<file path="src/core_sfr_cfg.svh">
// core special-register map: offsets, field positions, reset values
// assumes inclusion by bare name from the core register file
`ifndef CORE_SFR_CFG_SVH
`define CORE_SFR_CFG_SVH

// direct-address window (upper half of internal data space)
`define SFR_SPACE_BIT 7
// byte offsets
`define ADDR_STK_LOW 8'h81
`define ADDR_PTR_LOW 8'h82
`define ADDR_PTR_HIGH 8'h83
`define ADDR_POWER 8'h87
`define ADDR_CONFIG 8'hAF
`define ADDR_STK_UPPER 8'hB7
`define ADDR_STACK_CTL 8'hBF
`define ADDR_STATUS 8'hD0
`define ADDR_WORK 8'hE0
`define ADDR_MATH 8'hF0
// status word fields
`define ST_CARRY 7
`define ST_HALF 6
`define ST_USER0 5
`define ST_BANK_HI 4
`define ST_BANK_LO 3
`define ST_EXCESS 2
`define ST_USER1 1
`define ST_PARITY 0
// power control
`define PWR_DOUBLER 7
// upper stack register
`define SPU_FIXED 7
`define SPU_FLOOR 6
`define SPU_ORIGIN_HI 5
`define SPU_ORIGIN_LO 3
`define SPU_STK_HI 2
// stack control
`define SC_LEVEL_HI 7
`define SC_LEVEL_LO 3
`define SC_RESET_SEL 2
`define SC_GUARD_EN 1
`define SC_FILL_FLAG 0
// reset values
`define RST_BYTE 8'h00
`define RST_CONFIG 8'h81
`define RST_ORIGIN 3'h1
`define RST_STK 11'h100
`define RST_POINTER 16'h0000

`endif

</file>
<file path="src/core_sfr_pkg.sv">
// types shared by the core register file and its user
// assumes the instruction logic reports one arithmetic kind per cycle
package core_sfr_pkg;
   // arithmetic instruction kind retiring in this cycle
   typedef enum logic [2:0] {
      alu_none,
      alu_add,
      alu_addc,
      alu_subb,
      alu_mul,
      alu_div
   } alu_op_e;
   typedef logic [10:0] stack_addr_t;
endpackage : core_sfr_pkg

</file>
<file path="src/core_sfr.sv">
// special-function register set of the controller core
// assumes one clock; the instruction logic drives byte, bit and update ports
// Notes on behaviour
// [RULE1] registers live in upper 128 bytes, reached by direct address only
// [RULE2] all core registers here except program counter, instruction register, banks
// [RULE3] two bank-select bits choose register bank 0 to 3 as binary number
// [RULE4] carry updated by add, add-with-carry, subtract, multiply and divide
// [RULE5] half carry updated only by add and add-with-carry
// [RULE6] signed excess updated by add, add-with-carry, subtract, multiply, divide
// [RULE7] status bit 0 always gives even parity over the accumulator
// [RULE8] status bits 5 and 1 are user flags, never touched by results
// [RULE9] power control bit 7 doubles serial baud rate, resets to 0
// [RULE10] data pointer is high byte then low byte, both reset to zero
// [RULE11] stack address is 11 bits: low register plus upper bits 2 to 0
// [RULE12] upper bits 5 to 3 hold stack origin, reset 001; bit 6 floor flag
// [RULE13] violation gives interrupt when control bit 2 low, reset when high
// [RULE14] control bit 1 enables boundary checking, reset disabled
// [RULE15] control bits 7 to 3 hold fill level; bit 0 is fill flag
// [RULE16] software keeps reserved power control bits zero when writing
// [RULE17] push increments then writes; pop reads then decrements
// [RULE18] four eight-byte banks sit in the lowest 32 RAM bytes
// [RULE19] guarded stack below origin sets floor flag and violation action
// [RULE20] stack reaching fill level sets sticky fill flag until cleared
`include "core_sfr_cfg.svh"
`timescale 1ns/1ps
`default_nettype none

module core_sfr (
   input wire logic clk,
   input wire logic rstn,
   // byte access
   input wire logic [7:0] sfr_addr,
   input wire logic sfr_wr,
   input wire logic sfr_rd,
   input wire logic [7:0] sfr_wdata,
   output logic [7:0] sfr_rdata,
   output logic sfr_hit,
   // bit access
   input wire logic [7:0] bit_addr,
   input wire logic bit_wr,
   input wire logic bit_rd,
   input wire logic bit_wdata,
   output logic bit_rdata,
   // instruction results
   input wire logic acc_load,
   input wire logic [7:0] acc_value,
   input wire logic math_load,
   input wire logic [7:0] math_value,
   input wire core_sfr_pkg::alu_op_e alu_op,
   input wire logic carry_in,
   input wire logic half_carry_in,
   input wire logic excess_in,
   input wire logic pointer_load,
   input wire logic [15:0] pointer_value,
   input wire logic stack_push,
   input wire logic stack_pop,
   // state towards the core
   output logic [7:0] accumulator,
   output logic [7:0] math_operand,
   output logic carry_flag,
   output logic parity_flag,
   output logic [4:0] bank_base,
   output logic baud_doubler,
   output logic [15:0] data_pointer_value,
   output core_sfr_pkg::stack_addr_t stack_addr,
   output logic [7:0] core_configuration,
   output logic stack_irq,
   output logic stack_reset_req
);

   logic [7:0] acc_q, acc_d;
   logic [7:0] math_q, math_d;
   logic [7:0] status_q, status_d;
   logic pwr_q, pwr_d;
   logic [7:0] ptr_lo_q, ptr_lo_d;
   logic [7:0] ptr_hi_q, ptr_hi_d;
   logic [7:0] conf_q, conf_d;
   logic [10:0] stk_q, stk_d;
   logic [2:0] origin_q, origin_d;
   logic floor_q, floor_d;
   logic [4:0] level_q, level_d;
   logic rst_sel_q, rst_sel_d;
   logic guard_q, guard_d;
   logic fill_q, fill_d;
   logic [7:0] rdata_q;
   logic hit_q;
   logic bitr_q;
   logic irq_q, rstreq_q;

   // direct space only: bit 7 of the address must be set
   function automatic logic [7:0] read_byte(input logic [7:0] a); // [RULE1]
      logic [7:0] r;
      r = `RST_BYTE;
      unique case (a)
         `ADDR_STK_LOW: r = stk_q[7:0];
         `ADDR_PTR_LOW: r = ptr_lo_q;
         `ADDR_PTR_HIGH: r = ptr_hi_q;
         `ADDR_POWER: r = {pwr_q, 7'h00};
         `ADDR_CONFIG: r = conf_q;
         `ADDR_STK_UPPER: r = {1'b1, floor_q, origin_q, stk_q[10:8]};
         `ADDR_STACK_CTL: r = {level_q, rst_sel_q, guard_q, fill_q};
         `ADDR_STATUS: r = {status_q[7:1], ^acc_q}; // [RULE7]
         `ADDR_WORK: r = acc_q;
         `ADDR_MATH: r = math_q;
         default: r = `RST_BYTE;
      endcase
      return r;
   endfunction : read_byte

   function automatic logic mapped(input logic [7:0] a);
      logic m;
      m = 1'b0;
      unique case (a)
         `ADDR_STK_LOW, `ADDR_PTR_LOW, `ADDR_PTR_HIGH, `ADDR_POWER,
         `ADDR_CONFIG, `ADDR_STK_UPPER, `ADDR_STACK_CTL, `ADDR_STATUS,
         `ADDR_WORK, `ADDR_MATH: m = 1'b1;
         default: m = 1'b0;
      endcase
      return m;
   endfunction : mapped

   // bit space: 0x80 and up, only the status, work and math bytes at D0, E0 and F0
   wire [7:0] bit_byte = {bit_addr[7:3], 3'b000};
   wire bit_ok = bit_addr[`SFR_SPACE_BIT] && (bit_byte == `ADDR_STATUS ||
      bit_byte == `ADDR_WORK || bit_byte == `ADDR_MATH);
   // live status byte: the parity bit is never stored, always rebuilt
   wire [7:0] status_rd = {status_q[7:1], ^acc_q}; // [RULE7]
   // mux straight off the registers, so it follows every register change
   wire [7:0] bit_old = (bit_byte == `ADDR_STATUS) ? status_rd :
      (bit_byte == `ADDR_WORK) ? acc_q :
      (bit_byte == `ADDR_MATH) ? math_q : `RST_BYTE;
   wire [2:0] bit_pos = bit_addr[2:0];
   wire [7:0] bit_mask = 8'h01 << bit_pos;
   wire [7:0] bit_new = bit_wdata ? (bit_old | bit_mask) : (bit_old & ~bit_mask);

   // byte write wins over a bit write in the same cycle
   wire byte_wr = sfr_wr && sfr_addr[`SFR_SPACE_BIT]; // [RULE1]
   wire any_wr = byte_wr || (bit_wr && bit_ok);
   wire [7:0] wa = byte_wr ? sfr_addr : bit_byte;
   wire [7:0] wd = byte_wr ? sfr_wdata : bit_new;
   wire wr_stk_lo = any_wr && wa == `ADDR_STK_LOW;
   wire wr_ptr_lo = any_wr && wa == `ADDR_PTR_LOW;
   wire wr_ptr_hi = any_wr && wa == `ADDR_PTR_HIGH;
   wire wr_pwr = any_wr && wa == `ADDR_POWER;
   wire wr_conf = any_wr && wa == `ADDR_CONFIG;
   wire wr_stk_hi = any_wr && wa == `ADDR_STK_UPPER;
   wire wr_sc = any_wr && wa == `ADDR_STACK_CTL;
   wire wr_status = any_wr && wa == `ADDR_STATUS;
   wire wr_acc = any_wr && wa == `ADDR_WORK;
   wire wr_math = any_wr && wa == `ADDR_MATH;

   // arithmetic flag updates by instruction kind
   wire op_carry = alu_op inside {core_sfr_pkg::alu_add, core_sfr_pkg::alu_addc,
      core_sfr_pkg::alu_subb, core_sfr_pkg::alu_mul, core_sfr_pkg::alu_div}; // [RULE4] [RULE6]
   wire op_half = alu_op inside {core_sfr_pkg::alu_add, core_sfr_pkg::alu_addc}; // [RULE5]

   // stack address movement
   // a push or pop overrides a software write of the stack address
   wire [10:0] stk_written = {wr_stk_hi ? wd[`SPU_STK_HI:0] : stk_q[10:8],
      wr_stk_lo ? wd : stk_q[7:0]}; // [RULE11]
   wire [10:0] stk_next = stack_push ? stk_q + 11'h001 :
      stack_pop ? stk_q - 11'h001 : stk_written; // [RULE17]
   wire stk_moves = stack_push || stack_pop || wr_stk_lo || wr_stk_hi;
   wire [10:0] origin_addr = {origin_q, 8'h00};
   wire below = guard_q && stk_moves && (stk_next < origin_addr); // [RULE14] [RULE19]
   // level 0 switches the fill comparison off
   wire at_level = (level_q != 5'h00) && (stk_q[10:6] >= level_q); // [RULE20]

   always_comb begin
      acc_d = acc_q;
      if (wr_acc) begin
         acc_d = wd;
      end
      if (acc_load) begin
         acc_d = acc_value;
      end
   end

   always_comb begin
      math_d = math_q;
      if (wr_math) begin
         math_d = wd;
      end
      if (math_load) begin
         math_d = math_value;
      end
   end

   // user flags and bank bits only change by software writes
   always_comb begin
      status_d = status_q;
      if (wr_status) begin
         status_d = {wd[7:1], 1'b0}; // [RULE8]
      end
      if (op_carry) begin
         status_d[`ST_CARRY] = carry_in; // [RULE4]
         status_d[`ST_EXCESS] = excess_in; // [RULE6]
      end
      if (op_half) begin
         status_d[`ST_HALF] = half_carry_in; // [RULE5]
      end
   end

   // reserved power bits are dropped, software keeps them zero
   assign pwr_d = wr_pwr ? wd[`PWR_DOUBLER] : pwr_q; // [RULE9] [RULE16]
   assign ptr_lo_d = pointer_load ? pointer_value[7:0] : (wr_ptr_lo ? wd : ptr_lo_q); // [RULE10]
   assign ptr_hi_d = pointer_load ? pointer_value[15:8] : (wr_ptr_hi ? wd : ptr_hi_q); // [RULE10]
   assign conf_d = wr_conf ? wd : conf_q;
   assign stk_d = stk_next;
   assign origin_d = wr_stk_hi ? wd[`SPU_ORIGIN_HI:`SPU_ORIGIN_LO] : origin_q; // [RULE12]
   // software clears by writing 0; a new event wins over the clear
   assign floor_d = below || (wr_stk_hi ? (floor_q && wd[`SPU_FLOOR]) : floor_q); // [RULE19]
   assign level_d = wr_sc ? wd[`SC_LEVEL_HI:`SC_LEVEL_LO] : level_q; // [RULE15]
   assign rst_sel_d = wr_sc ? wd[`SC_RESET_SEL] : rst_sel_q;
   assign guard_d = wr_sc ? wd[`SC_GUARD_EN] : guard_q; // [RULE14]
   assign fill_d = at_level || (wr_sc ? (fill_q && wd[`SC_FILL_FLAG]) : fill_q); // [RULE20]

   // byte registers
   always_ff @(posedge clk or negedge rstn) begin
      if (!rstn) begin
         acc_q <= `RST_BYTE;
         math_q <= `RST_BYTE;
         status_q <= `RST_BYTE;
         pwr_q <= 1'b0; // [RULE9]
         {ptr_hi_q, ptr_lo_q} <= `RST_POINTER; // [RULE10]
         conf_q <= `RST_CONFIG;
      end else begin
         acc_q <= acc_d;
         math_q <= math_d;
         status_q <= status_d;
         pwr_q <= pwr_d;
         ptr_lo_q <= ptr_lo_d;
         ptr_hi_q <= ptr_hi_d;
         conf_q <= conf_d;
      end
   end

   // stack address, origin and guard state
   always_ff @(posedge clk or negedge rstn) begin
      if (!rstn) begin
         stk_q <= `RST_STK; // [RULE11]
         origin_q <= `RST_ORIGIN; // [RULE12]
         floor_q <= 1'b0;
         level_q <= 5'h00;
         rst_sel_q <= 1'b0;
         guard_q <= 1'b0; // [RULE14]
         fill_q <= 1'b0;
      end else begin
         stk_q <= stk_d;
         origin_q <= origin_d;
         floor_q <= floor_d;
         level_q <= level_d;
         rst_sel_q <= rst_sel_d;
         guard_q <= guard_d;
         fill_q <= fill_d;
      end
   end

   // violation action, one-cycle pulse
   always_ff @(posedge clk or negedge rstn) begin
      if (!rstn) begin
         irq_q <= 1'b0;
         rstreq_q <= 1'b0;
      end else begin
         irq_q <= below && !rst_sel_q; // [RULE13]
         rstreq_q <= below && rst_sel_q; // [RULE13]
      end
   end

   // read data registered one cycle after the strobe
   // a read beside a write in one cycle returns the old value
   always_ff @(posedge clk or negedge rstn) begin
      if (!rstn) begin
         rdata_q <= `RST_BYTE;
         hit_q <= 1'b0;
         bitr_q <= 1'b0;
      end else begin
         if (sfr_rd) begin
            rdata_q <= read_byte(sfr_addr);
            hit_q <= mapped(sfr_addr);
         end
         if (bit_rd) begin
            bitr_q <= bit_ok && bit_old[bit_pos];
         end
      end
   end

   assign sfr_rdata = rdata_q;
   assign sfr_hit = hit_q;
   assign bit_rdata = bitr_q;
   assign accumulator = acc_q;
   assign math_operand = math_q;
   assign carry_flag = status_q[`ST_CARRY];
   assign parity_flag = ^acc_q; // [RULE7]
   // bank base address within lowest 32 bytes of RAM
   assign bank_base = {status_q[`ST_BANK_HI], status_q[`ST_BANK_LO], 3'b000}; // [RULE3] [RULE18]
   assign baud_doubler = pwr_q; // [RULE9]
   assign data_pointer_value = {ptr_hi_q, ptr_lo_q}; // [RULE10]
   assign stack_addr = stk_q; // [RULE2]
   assign core_configuration = conf_q;
   assign stack_irq = irq_q;
   assign stack_reset_req = rstreq_q;

endmodule : core_sfr

`default_nettype wire

</file>
<file path="config.mk">
export PLATFORM = sky130hd
export DESIGN_NAME = core_sfr
export DESIGN_NICKNAME = d
export VERILOG_FILES = /design/src/core_sfr_pkg.sv /design/src/core_sfr.sv
export VERILOG_INCLUDE_DIRS = /design/src
export SDC_FILE = /design/constraint.sdc
export NUM_CORES = 1
export LEC_CHECK = 0
export ABC_AREA = 1
export BUFFER_PORTS_ARGS = -buffer_cell sky130_fd_sc_hd__clkbuf_2
export CAP_MARGIN = 10
export CELL_PAD_IN_SITES_DETAIL_PLACEMENT = 2
export CELL_PAD_IN_SITES_GLOBAL_PLACEMENT = 2
export CORE_ASPECT_RATIO = 0.8
export CORE_MARGIN = 5
export CORE_UTILIZATION = 31
export DETAILED_ROUTE_END_ITERATION = 10
export PLACE_DENSITY_LB_ADDON = 0.1
export SYNTH_ARGS = -nofsm -noshare
export SYNTH_HDL_FRONTEND = slang
export SYNTH_SLANG_ARGS = --single-unit
</file>
<file path="constraint.sdc">
create_clock -name clk -period 7.4 [get_ports clk]
set_input_delay 0.74 -clock clk [delete_from_list [all_inputs] [get_ports clk]]
set_output_delay 0.74 -clock clk [all_outputs]
set_load 0.05 [all_outputs]
</file>
==> impl_metrics.yaml <==
setup_path:
  crit_path_top_delay_cell: "ha_1"
  slowest_delay_ns: 0.32
  required_ns: 7.68
  worstPathMaxFanout: 15
  worst_ep_arrival_time_ns: 3.33
  startpoint_type: "input port"
  r2r_end: "stack_reset_req$_DFF_PN0_"
  r2r_start: "stack_addr[0]$_DFFE_PN0P_"
  path_class: "input port to flop"
  r2r_setup_slack_ns: 4.36
  crit_end: "stack_reset_req$_DFF_PN0_"
  worst_setup_path_end_kind: "flop"
  crit_chain: "clkbuf_2 > nand2_2 > nand2_1 > nand2_2 > nand2_2 > nor2_4 > nand2_1 > inv_2 > o211ai_1 > o21ai_0 > a21oi_1 > ha_1 > a211oi_1 > o21ai_1 > inv_1 > nand2_1 > nor2_1"
  r2r_cells: 17
  crit_start: "sfr_addr[7]"
floorplan:
  die_x_um: 161
  initial_core_util_pct: 31.4
  fp-row-count: 44
  ios: 145
  dieArea_mm2: 0.0211
  fp.dieH_um: 131
  core_mm2: 0.0181
clock_network:
  cts-root-buf: "clkbuf_16"
  cts_tree: "built"
  cts_sinks: 83
  cts_resized: 0
  clkTransAtPathRegs_ns: 0.07
  clock_latency_ns: 0.36
  clockBufferDepth: 2
  postCtsSetupBuffers: 0
  cts_buffers: 9
  h-tree-depth: 3
  ctsHoldBuffers: 0
final_layout:
  synthToLayoutAreaGrowth_pct: 21.6
  nNetsFinal: 1063
  layout-drive-gt1-share_pct: 20.4
  diodes: 0
logic_synthesis:
  yosysSeqAreaShare_pct: 36.7
  syn_inst: 844
  synth_top_area_share_pct: 34.9
  synth.avg_cell_area_um2: 6.71
  yosys_warnings: 0
  ys_ff_latch: 83
  synth_cell_types: 45
  yosys.area.top_type: "dfrtp_1"
  synthTopCellsByArea: "dfrtp_1 35%, nand2_1 17%, inv_1 7.0%"
  syn_area_mm2: 0.00567
route:
  detail_route.first_pass.iterations: 4
  drc: 0
  avgRoutedWirePerCell_um: 21.6
  totalWireLength_mm: 26.2
  vias_per_cell: 5.26
  vias: 6392
  first_iter_violations: 395
  drtAntennaViolNets: 0
pwr:
  power_density_mw_per_mm2: 226
  irDropWorstVdd_mv: 0.0965
  leakage_nw: 3.64
timing:
  setup-tns-final_ns: 0
  tightest_slew_ns: 0.702
  setup_viol: 0
  slew_headroom_pct: 53.0
  period_needed_ns: 3.05
  fmax_mhz: 328
  hold_viol: 0
  worst_hold_slack_ns: 0.390
  slew_violations: 0
  min_period_over_period_pct: 41.3
  rsz0062_at_grt: "false"
  finalClockSkew_ns: 0.0116
global_routing:
  antenna_found_initial: 0
  grtUsageTotal_pct: 25.2
  grt_pass1_wl_mm: 40.6
  overflow: 0
  grt_max_degree: 43
  grt_pass1_vias: 6797
place:
  place_congestion: 0.922
  io_buffers: 141
  dp_hpwl_mm: 21.1
job:
  cap_violations: 0
min_path:
  hp-class: "input port to asynchronous set/reset pin"
outcome:
  status: "finished clean"
[placed cells by master, fill, tap and decap left out, types with 2 or more instances in the layout]
master | synthesis | final
nand2_1 | 257 | 257
clkbuf_2 | 0 | 140
inv_1 | 105 | 105
dfrtp_1 | 79 | 79
nor2_1 | 71 | 71
nand3_1 | 59 | 59
o21ai_0 | 59 | 59
a21oi_1 | 48 | 48
o211ai_1 | 16 | 16
nand2_2 | 15 | 15
nand4_1 | 15 | 15
o22ai_1 | 12 | 12
o21ai_1 | 10 | 10
inv_2 | 9 | 9
ha_1 | 9 | 9
clkbuf_16 | 0 | 9
xor2_1 | 8 | 8
nor2_4 | 6 | 6
xnor2_1 | 4 | 4
nor3_1 | 4 | 4
nor2_2 | 4 | 4
a31oi_1 | 4 | 4
dfstp_2 | 4 | 4
o21bai_1 | 3 | 3
conb_1 | 1 | 3
clkinv_1 | 2 | 2
o21a_1 | 2 | 2
a211oi_1 | 2 | 2
or2_2 | 2 | 2
a22oi_1 | 2 | 2
a221oi_1 | 2 | 2
clkinv_4 | 0 | 2
bufinv_16 | 0 | 2
buf_4 | 6 | 2
[flip-flops by register name, summed over array words and instances, names as in the netlist, 3 cells and up]
| signal | flops |
|---|---|
| math_operand | 8 |
| level_q | 5 |
| stack_addr | 11 |
| ptr_hi_q | 8 |
| core_configuration | 8 |
| origin_q | 3 |
| sfr_rdata | 8 |
| ptr_lo_q | 8 |
| status_q | 7 |
| accumulator | 8 |
[through the flow]
| step | power [mW] | cells | setup WS, ns | cell area, um^2 | util (%) |
|---|---|---|---|---|---|
| after floorplan | 0.881 | 846 | 4.60 | 5670 | - |
| after global placement | 1.05 | 1199 | 4.28 | 6570 | 36.4 |
| after detailed placement | 1.06 | 1199 | 4.03 | 6570 | 36.4 |
| after CTS | 1.57 | 1215 | 4.35 | 6890 | 38.2 |
| after global routing | 1.64 | 1215 | 4.00 | 6890 | 38.2 |
| final | 1.56 | 1215 | 4.35 | 6890 | 38.2 |
[power breakdown]
part	switching [mW]	internal, mW
logic	0.366	0.117
registers	0.0706	0.500
clock network	0.211	0.297
[critical path, delay by kind of cell]
kind	cells	cell delay (ns)
buffers and inverters	3	0.36
AND/OR/NAND/NOR	8	1.23
adder cells (fa/ha/maj)	1	0.32
AO/OA/AOI/OAI	5	0.68
[Yosys cell counts, drive strengths merged]
master   count
a211oi       2
a21boi       1
a21oi       48
a221oi       2
a22oi        2
a31o         1
a31oi        4
buf         11
clkbuf       8
clkinv       2
conb         1
dfrtp       79
dfstp        4
ha           9
inv        114
nand2      272
nand3       60
nand4       16
nor2        81
nor3         5
nor3b        1
nor4         1
o2111ai      1
o211ai      16
o21a         2
o21ai       69
o21bai       3
o221ai       1
o22ai       12
o31ai        1
or2          3
xnor2        4
xor2         8
[final cells by class]
type	instances	area (um^2)
Multi-Input combinational cell	628	3050
Tap cell	230	288
Clock buffer	10	229
Inverter	116	435
Sequential cell	83	2080
Clock inverter	6	90.1
Fill cell	2237	11200
Timing Repair Buffer	142	716
[worst min-delay path by stage]
stage	startpoint	endpoint	slack [ns]	depth (start not counted)
5_1_grt	rstn	status_q[7]$_DFFE_PN0P_	0.42	1
6_report	rstn	status_q[7]$_DFFE_PN0P_	0.39	1
3_3_place_gp	sfr_rdata[7]$_DFFE_PN0P_	sfr_rdata[7]$_DFFE_PN0P_	0.47	2
2_1_floorplan	rstn	accumulator[0]$_DFFE_PN0P_	0.44	0
4_1_cts	rstn	status_q[7]$_DFFE_PN0P_	0.40	1
3_5_place_dp	sfr_rdata[0]$_DFFE_PN0P_	sfr_rdata[0]$_DFFE_PN0P_	0.47	2
[logic make-up (layout without fill, tap and decap cells)]
kind of cell / Yosys count / count (layout) / share of synthesized area, %
AOI/OAI and AO/OA: 165 / 165 / 16.4
xor gates and xnor gates: 12 / 12 / 1.85
adders and majority gates: 9 / 9 / 1.99
buffers and inverters: 135 / 274 / 9.52
DFF: 83 / 83 / 36.7
other: 1 / 3 / 0.0662
and+or+nand+nor: 439 / 439 / 33.4
[metal layers]
layer  up-vias  part of all wire, %  global-route usage [%]
met5         -                    0                       0
met4         0                 0.67                    3.36
met1      3217                   50                    36.9
li1       3020                    -                       -
met2       145                   44                    39.6
met3        10                  5.4                    5.49
(Power assumes the default switching activity.)
